==> src/jump_stack_pkg.sv <==
// Shared constants for the jump and subroutine control block, plus its stack pointer stepper.
`timescale 1ns/10ps
`default_nettype none
package jump_stack_pkg;
  // Register numbers of the processor's special registers.
  localparam logic [2:0]  SP_IDX       = 3'h6;
  localparam logic [2:0]  PC_IDX       = 3'h7;
  // A stack word is two bytes wide.
  localparam logic [15:0] STACK_STEP   = 16'h0002;
  // Opcode patterns: unconditional_jump 0001DD, subroutine_call 004RDD, return 00020R.
  localparam logic [9:0]  JUMP_OP      = 10'h001;
  localparam logic [6:0]  CALL_OP      = 7'h04;
  localparam logic [12:0] RETURN_OP    = 13'h0010;
  // Destination mode fields.
  localparam logic [2:0]  MODE_REG     = 3'h0;
  localparam logic [2:0]  MODE_REG_DEF = 3'h1;
  localparam logic [15:0] WORD_ZERO    = 16'h0000;
endpackage : jump_stack_pkg

module stack_step
  import jump_stack_pkg::*;
(
  input  wire logic [15:0] sp_i,
  input  wire logic        pop_i,
  output logic      [15:0] sp_next_o
);
  // A pop moves the pointer up one word, a push moves it down one word.
  assign sp_next_o = pop_i ? sp_i + STACK_STEP : sp_i - STACK_STEP;
endmodule // stack_step
`default_nettype wire

==> src/jump_subroutine_control.sv <==
// Execution control for the jump, subroutine call and subroutine return instructions.
`timescale 1ns/10ps
`default_nettype none
// Behaviour
// - Jump loads PC with destination, flags unchanged.
// - Jump in register mode raises illegal instruction.
// - Register deferred jump uses register's held address.
// - Odd instruction fetch address raises boundary trap.
// - Call: hold target, push link, link=PC, jump.
// - Call through PC pushes return address, jumps.
// - Return: PC from register, pop stack into register.
module jump_subroutine_control
  import jump_stack_pkg::*;
(
  input  wire logic        clk_i,
  input  wire logic        reset_i,
  input  wire logic        start_i,
  input  wire logic [15:0] instr_i,
  input  wire logic [15:0] dst_addr_i,
  input  wire logic [15:0] reg_val_i,
  input  wire logic [15:0] sp_i,
  input  wire logic [15:0] pc_i,
  input  wire logic        mem_ack_i,
  input  wire logic [15:0] mem_rdata_i,
  output logic             busy_o,
  output logic             done_o,
  output logic             illegal_o,
  output logic             odd_trap_o,
  output logic             wr_en_o,
  output logic      [2:0]  wr_sel_o,
  output logic      [15:0] wr_data_o,
  output logic             mem_req_o,
  output logic             mem_we_o,
  output logic      [15:0] mem_addr_o,
  output logic      [15:0] mem_wdata_o
);

  typedef enum logic [2:0] {
    S_IDLE,
    S_PUSH_WAIT,
    S_LOAD_TARGET,
    S_POP_WAIT,
    S_SP_INC,
    S_FINISH
  } state_t;

  typedef struct packed {
    state_t      st;
    logic [15:0] tmp;
    logic [15:0] sp;
    logic [15:0] pcv;
    logic [15:0] newpc;
    logic [2:0]  rsel;
    logic        busy;
    logic        done;
    logic        illegal;
    logic        odd_trap;
    logic        wr_en;
    logic [2:0]  wr_sel;
    logic [15:0] wr_data;
    logic        mem_req;
    logic        mem_we;
    logic [15:0] mem_addr;
    logic [15:0] mem_wdata;
  } ctl_t;

  ctl_t        q;
  ctl_t        d;
  logic [15:0] sp_down;
  logic [15:0] sp_up;
  logic        is_jump;
  logic        is_call;
  logic        is_return;
  logic [2:0]  dst_mode;

  // One stepper per direction keeps the push and pop arithmetic in one place.
  // The push side works on the incoming pointer, because the push is issued in the take cycle.
  stack_step u_push (
    .sp_i      (sp_i),
    .pop_i     (1'b0),
    .sp_next_o (sp_down)
  );
  stack_step u_pop (
    .sp_i      (q.sp),
    .pop_i     (1'b1),
    .sp_next_o (sp_up)
  );

  // Opcode decode of the instruction presented with the start pulse.
  assign is_jump   = (instr_i[15:6] == JUMP_OP);
  assign is_call   = (instr_i[15:9] == CALL_OP);
  assign is_return = (instr_i[15:3] == RETURN_OP);
  assign dst_mode  = instr_i[5:3];

  // Next-state logic; condition codes are never touched, so the block has no port for them.
  always_comb begin
    d          = q;
    d.done     = 1'b0;
    d.illegal  = 1'b0;
    d.odd_trap = 1'b0;
    d.wr_en    = 1'b0;
    unique case (q.st)
      S_IDLE: begin
        // Starts arriving while busy are ignored; the caller waits for done.
        if (start_i) begin
          d.tmp  = dst_addr_i;
          d.sp   = sp_i;
          d.pcv  = pc_i;
          if (is_jump && dst_mode == MODE_REG) begin
            // A register cannot be a jump target, so nothing is written.
            d.illegal = 1'b1;
            d.done    = 1'b1;
          end else if (is_jump) begin
            // Register deferred arrives as the register's content on the address input.
            d.wr_en   = 1'b1;
            d.wr_sel  = PC_IDX;
            d.wr_data = dst_addr_i;
            d.newpc   = dst_addr_i;
            d.st      = S_FINISH;
          end else if (is_call) begin
            d.rsel      = instr_i[8:6];
            d.wr_en     = 1'b1;
            d.wr_sel    = SP_IDX;
            d.wr_data   = sp_down;
            d.sp        = sp_down;
            d.mem_req   = 1'b1;
            d.mem_we    = 1'b1;
            d.mem_addr  = sp_down;
            d.mem_wdata = reg_val_i;
            d.st        = S_PUSH_WAIT;
          end else if (is_return) begin
            d.rsel     = instr_i[2:0];
            d.wr_en    = 1'b1;
            d.wr_sel   = PC_IDX;
            d.wr_data  = reg_val_i;
            d.newpc    = reg_val_i;
            d.mem_req  = 1'b1;
            d.mem_we   = 1'b0;
            d.mem_addr = sp_i;
            d.st       = S_POP_WAIT;
          end else begin
            // Opcodes outside this block are acknowledged and otherwise left alone.
            d.done = 1'b1;
          end
        end
      end
      S_PUSH_WAIT: begin
        if (mem_ack_i) begin
          // Linkage takes the return address; when it is the PC the next write overrides it.
          d.mem_req = 1'b0;
          d.wr_en   = 1'b1;
          d.wr_sel  = q.rsel;
          d.wr_data = q.pcv;
          d.st      = S_LOAD_TARGET;
        end
      end
      S_LOAD_TARGET: begin
        d.wr_en   = 1'b1;
        d.wr_sel  = PC_IDX;
        d.wr_data = q.tmp;
        d.newpc   = q.tmp;
        d.st      = S_FINISH;
      end
      S_POP_WAIT: begin
        if (mem_ack_i) begin
          d.mem_req = 1'b0;
          d.wr_en   = 1'b1;
          d.wr_sel  = q.rsel;
          d.wr_data = mem_rdata_i;
          if (q.rsel == PC_IDX) begin
            d.newpc = mem_rdata_i;
          end
          d.st = S_SP_INC;
        end
      end
      S_SP_INC: begin
        d.wr_en   = 1'b1;
        d.wr_sel  = SP_IDX;
        d.wr_data = sp_up;
        d.st      = S_FINISH;
      end
      S_FINISH: begin
        // The next fetch uses the new PC, so an odd value traps before it is used.
        d.done     = 1'b1;
        d.odd_trap = q.newpc[0];
        d.st       = S_IDLE;
      end
    endcase
    d.busy = (d.st != S_IDLE);
  end

  // State register; every output is a field of it.
  always_ff @(posedge clk_i or posedge reset_i) begin
    if (reset_i) begin
      q <= '{st: S_IDLE, tmp: WORD_ZERO, sp: WORD_ZERO, pcv: WORD_ZERO,
             newpc: WORD_ZERO, rsel: PC_IDX, busy: 1'b0, done: 1'b0, illegal: 1'b0,
             odd_trap: 1'b0, wr_en: 1'b0, wr_sel: PC_IDX, wr_data: WORD_ZERO,
             mem_req: 1'b0, mem_we: 1'b0, mem_addr: WORD_ZERO, mem_wdata: WORD_ZERO};
    end else begin
      q <= d;
    end
  end

  assign busy_o      = q.busy;
  assign done_o      = q.done;
  assign illegal_o   = q.illegal;
  assign odd_trap_o  = q.odd_trap;
  assign wr_en_o     = q.wr_en;
  assign wr_sel_o    = q.wr_sel;
  assign wr_data_o   = q.wr_data;
  assign mem_req_o   = q.mem_req;
  assign mem_we_o    = q.mem_we;
  assign mem_addr_o  = q.mem_addr;
  assign mem_wdata_o = q.mem_wdata;

  // Checks that tie each step to the start pulse or memory answer that caused it.
  logic take;
  assign take = start_i && (q.st == S_IDLE);
endmodule // jump_subroutine_control
`default_nettype wire

==> config.mk <==
export PLATFORM = sky130hd
export DESIGN_NAME = jump_subroutine_control
export DESIGN_NICKNAME = d
export VERILOG_FILES = /design/src/jump_stack_pkg.sv /design/src/jump_subroutine_control.sv
export SDC_FILE = /design/constraint.sdc
export NUM_CORES = 1
export LEC_CHECK = 0
export ABC_CLOCK_PERIOD_IN_PS = 6200
export BUFFER_PORTS_ARGS = -buffer_cell sky130_fd_sc_hd__buf_2
export CAP_MARGIN = 20
export CORE_MARGIN = 1
export CORE_UTILIZATION = 35
export CTS_CLUSTER_SIZE = 28
export DETAILED_ROUTE_END_ITERATION = 10
export MAX_ROUTING_LAYER = met4
export PLACE_DENSITY = 0.55
export SETUP_SLACK_MARGIN = 0.02
export SYNTH_ARGS = -nofsm -noshare
export SYNTH_HDL_FRONTEND = slang
export SYNTH_SLANG_ARGS = --single-unit
==> constraint.sdc <==
create_clock -name clk_i -period 6.2 [get_ports clk_i]
set_clock_uncertainty 0.05 [all_clocks]
set_input_delay 0.62 -clock clk_i [delete_from_list [all_inputs] [get_ports clk_i]]
set_output_delay 0.62 -clock clk_i [all_outputs]
set_load 0.02 [all_outputs]
== After elaboration in Yosys (flattened, before gate mapping) ==
Cells that the tools add are included.
Storage, ports and cells
  bits in registers: 113
  input port bits: 100
Cells by class
  add/sub/neg operators: 2
  equal/unequal tests: 19
  muxes and demuxes: 40
  bitwise operators: 2
  reductions and logical operators: 15
Operators with widths (count)
  54-bit 2-to-1 mux: 2
  20-bit one-hot mux with 5 select lines: 1
  16-bit 2-to-1 mux: 6
  38-bit 2-to-1 mux: 2
  70-bit 2-to-1 mux: 1
  21-bit 2-to-1 mux: 2
  19-bit 2-to-1 mux: 2
  34-bit 2-to-1 mux: 1
  3-bit 2-to-1 mux: 8
  20-bit 2-to-1 mux: 1
  16-bit by 2-bit adder with 16-bit output (second input constant): 1
  16-bit by 2-bit subtractor with 16-bit output (second input constant): 1
  3-bit one-hot mux with 5 select lines: 1
  7-bit AND reduction: 2
  13-bit by 5-bit equality test with 1-bit output (second input constant): 1
  2-bit != test (second input constant): 6
  10-bit by 1-bit equality test with 1-bit output (second input constant): 1
  5-bit AND reduction: 2
  3-bit equality test (second input constant): 3
  1-bit 2-to-1 mux: 9
  3-bit != test (second input constant): 3
  3-bit nonzero test: 3
  7-bit by 3-bit equality test with 1-bit output (second input constant): 1
  3-bit by 2-bit equality test with 1-bit output (second input constant): 2
  other kinds (13): 16

== Depth between registers and ports, before layout ==
  word-level depth: 8
  depth in mapped cells: 8

== Modules after synthesis ==
From an unflattened synthesis, not the netlist that was laid out.
Unflattened totals
  cell total of the unflattened synthesis: 813
  area total of the unflattened synthesis: 7078.0 um2
By module, submodules not included
  jump_subroutine_control: times used 1, cells an instance 637, area an instance 5751.8 um2
  stack_step: times used 2, cells an instance 88, area an instance 663.1 um2

== Worst setup path after synthesis ==
OpenSTA, ideal clock, no wires.
  path kind: input port to flip-flop
  start point: input sp_i[1]
  end point: register q (netlist bit wr_data_o[13])
  setup time: 82 ps
  arrival time: 2181 ps
  data required time: 6068 ps
  setup slack: 3887 ps
  cell stages on the path: 7
  buffers on the path: 0
  cell sequence: inv_1 > ha_1 > or4b_1 > nor4b_4 > mux2i_1 > o21ai_1 > a31oi_1
On the way
  word-level cells in the longest chain between the ends: 6
Ends and longest elaborated chain
  from (decl): line jump_subroutine_control.sv:21  | input wire logic [15:0] sp_i,
  16-bit by 2-bit subtractor with 16-bit output: line jump_stack_pkg.sv:28  | assign sp_next_o = pop_i ? sp_i + STACK_STEP : sp_i - STACK_STEP;
  38-bit 2-to-1 mux: line jump_subroutine_control.sv:120  | end else if (is_call) begin
  20-bit 2-to-1 mux: line jump_subroutine_control.sv:113  | end else if (is_jump) begin
  54-bit 2-to-1 mux: line jump_subroutine_control.sv:109  | if (is_jump && dst_mode == MODE_REG) begin
  54-bit 2-to-1 mux: line jump_subroutine_control.sv:105  | if (start_i) begin
  20-bit one-hot mux with 5 select lines: line jump_subroutine_control.sv:102  | unique case (q.st)
  to (signal assigned): line jump_subroutine_control.sv:195  | q <= '{st: S_IDLE, tmp: WORD_ZERO, sp: WORD_ZERO, pcv: WORD_ZERO,
  to (decl): line jump_subroutine_control.sv:67  | ctl_t q;
Every way passes these cells. The select of a mux whose other input is x is not followed.
A chain may end at the register's enable or synchronous reset.

== Worst setup path in the final report ==
  start point: input instr_i[9]
  end point: register q[61] in the netlist's numbering
On the way
  word-level cells in the longest chain between the ends: 5
  elaborated cells between the ends (all ways): 12
  classes of those cells: 6 x eq/ne; 4 x mux; 2 x reduce/logical
Ends and longest elaborated chain
  from (decl): line jump_subroutine_control.sv:18  | input wire logic [15:0] instr_i,
  10-bit by 1-bit equality test with 1-bit output: line jump_subroutine_control.sv:90  | assign is_jump = (instr_i[15:6] == JUMP_OP);
  16-bit 2-to-1 mux: line jump_subroutine_control.sv:113
  19-bit 2-to-1 mux: line jump_subroutine_control.sv:109
  70-bit 2-to-1 mux: line jump_subroutine_control.sv:105
  1-bit one-hot mux with 3 select lines: line jump_subroutine_control.sv:102
Parallel ways exist; a longest one is shown, timed or not. The select of a mux whose other input is x is not followed.

==> results.txt <==
Initial core utilization -> 36.2%
Clk slew on worst S/H paths -> 50 ps
Clock period minus worst slack -> 3000 ps
Worst EP required -> 6460 ps
Hold Crit Class -> input port to async pin
Synth cell count leaders -> nand2_1 (166), dfrtp_1 (107), buf_4 (52), o21ai_0 (40), nor2_1 (38)
HPWL Detailed -> 15300 µm
Multi-input gate area -> 0.00335 mm²
Mapped Cells -> 789
# IOs -> 158
Clk buf depth -> 2
Vias per cell -> 5.23
Post-layout net count -> 969
Final period utilization -> 48.3%
Initial antenna violation count -> 1
Net Count, Synth -> 891
RSZ-0062 raised after global routing -> false
Placer Congestion -> 0.864
GRT Residual Overflow -> 0
Fill cells -> 1966
Mapped Area -> 0.00688 mm²
Initial DRC Count -> 444
Max Cap Violations -> 0
PortBufs -> 157
Status -> complete, no violations
Final hold vios -> 0
Worst Tran Pin Value -> 1020 ps
Syn Area/Cell -> 8.72 µm²
Synth Flop Type -> dfrtp_1
Layout cells sized above 1 -> 25.6%
Part of the Yosys area used for sequential elements -> 41.2%
CTS tree -> built
Slew margin rel. -> 31.7%
YS warnings -> 0
Final setup viols -> 0
Cts hold-fix bufs -> 0
Count of pins over their slew limit -> 0
Ys async rst share -> 100%
FMAX -> 0.334 GHz
Fin Setup TNS -> 0 ps
Most frequent cell after synthesis -> nand2_1
EDFF count, synth -> 0
Worst Path Max Fanout -> 22
Core Footprint -> 0.0190 mm²
Vias in the first global route -> 5697
Crit path launch type -> input port
Total power draw -> 3260 µW
Routed wire length -> 21300 µm
H-tree depth -> 4
CP Capture Type -> register
Leak -> 0.00371 µW
Skew-Pair Late Insertion Delay -> 430 ps
Initial DRT Pass Iterations -> 7
Synth top area cells -> dfrtp_1 (39%), nand2_1 (9.1%), buf_4 (5.7%)
Clock sinks -> 113
Y dimension of the die -> 142 µm
Crit path kind -> input port to register
Vias -> 5963
Area leader, netlist -> dfrtp_1
CTS root buffer -> clkbuf_16
DIE AREA -> 0.0202 mm²
Setup repair bufs after CTS -> 0
Die W -> 142 µm
Reg area -> 0.00284 mm²
Share of the synthesized area in the top cell type -> 38.9%
Row Count -> 50
Layout area overhead -> 15.9%
Largest net degree at the start of global routing -> 66
Synth Register Bits -> 113
Count of cell types in the netlist -> 74
Wirelength per Cell -> 18.7 µm
Detailed-route DRC error count -> 0
First-pass GRT wire length -> 33300 µm
Final ANT Viol Nets -> 0
Resize count post-CTS -> 0
CTS Buf Count -> 17
Cell Pwr Density -> 409 mW/mm²
Peak VDD IR -> 0.204 mV
Total GRT Usage -> 22.8%
CP arrival -> 3260 ps
-- cell families (layout without fill, tap and decap cells) --
kind of cell,Yosys count,after routing,share of synthesized area [%]
compound gates,172,172,16.1
xor+xnor,29,29,3.69
fa+ha+maj,2,2,0.364
buf+inv,126,217,10.3
flops,113,113,41.2
mux,41,41,6.33
other cells,0,1,0
simple gates,306,306,22.0
-- cell usage in the layout, fill, tap and decap left out, types with 17 or more instances in the layout --
cell       netlist  routed
a21oi_1         33      33
o21ai_1         21      21
nor2_1          38      38
buf_2           19     157
clkbuf_16        0      17
inv_1           20      19
nand2_1        166     166
mux2i_1         21      21
o21ai_0         40      40
dfrtp_1        107     107
xnor2_1         18      18
-- worst max-delay path, stage by stage --
cell	delay (ps)
buf_2	110
nor4_4	840
and4_1	990
o21ai_2	90
a211oi_2	250
mux2_2	350
-- registers in the layout, indices dropped and copies added, names as in the netlist --
| register | flops |
|---|---|
| wr_en_o | 1 |
| mem_we_o | 1 |
| mem_wdata_o | 16 |
| wr_data_o | 16 |
| mem_req_o | 1 |
| q | 55 |
| done_o | 1 |
| wr_sel_o | 3 |
| illegal_o | 1 |
| busy_o | 1 |
| mem_addr_o | 16 |
| odd_trap_o | 1 |
-- final timing paths --
kind | start | to | slack, ps | depth (start not counted)
min in group clk_i | pc_i[9] | q[86] | 330 | 3
worst min-delay path | reset_i | mem_wdata_o[0] | 250 | 2
max in group asynchronous | reset_i | q[108] | 4610 | 3
worst max register to register | q[125] | wr_data_o[14] | 3360 | 5
worst max-delay path | instr_i[9] | q[61] | 3200 | 6
worst min register to register | q[83] | q[83] | 420 | 2
-- power breakdown --
group	switching (µW)	internal [µW]
registers	212	1010
clock network	343	558
logic	710	429
total	1270	2000
-- layout make-up --
type	count	area share [%]
Timing Repair Buffer	164	10.5
Antenna cell	1	0.0314
Clock buffer	26	6.39
Tap cell	260	4.08
Multi-Input combinational cell	550	42.0
Sequential cell	113	35.6
Inverter	21	1.02
Clock inverter	6	0.377
-- routing by layer --
layer	global-route usage [%]	wire length, µm
met1	31.6	10200
met2	32.5	9170
met3	5.25	1600
met4	7.75	348
met5	-	0
-- per-stage QoR --
| stage | hold slack, ps | instances | instance area [µm²] | util [%] | worst slack [ps] |
|---|---|---|---|---|---|
| global placement | 404 | 1108 | 7430 | 39.1 | 2860 |
| finish | 254 | 1141 | 7980 | 41.9 | 3200 |
| floorplan | 388 | 789 | 6880 | - | 2550 |
| CTS | 303 | 1140 | 7970 | 41.9 | 3280 |
| global route | 327 | 1141 | 7980 | 41.9 | 3070 |
| detailed placement | 412 | 1108 | 7430 | 39.1 | 2830 |
Power figures use the tool's default switching activity.
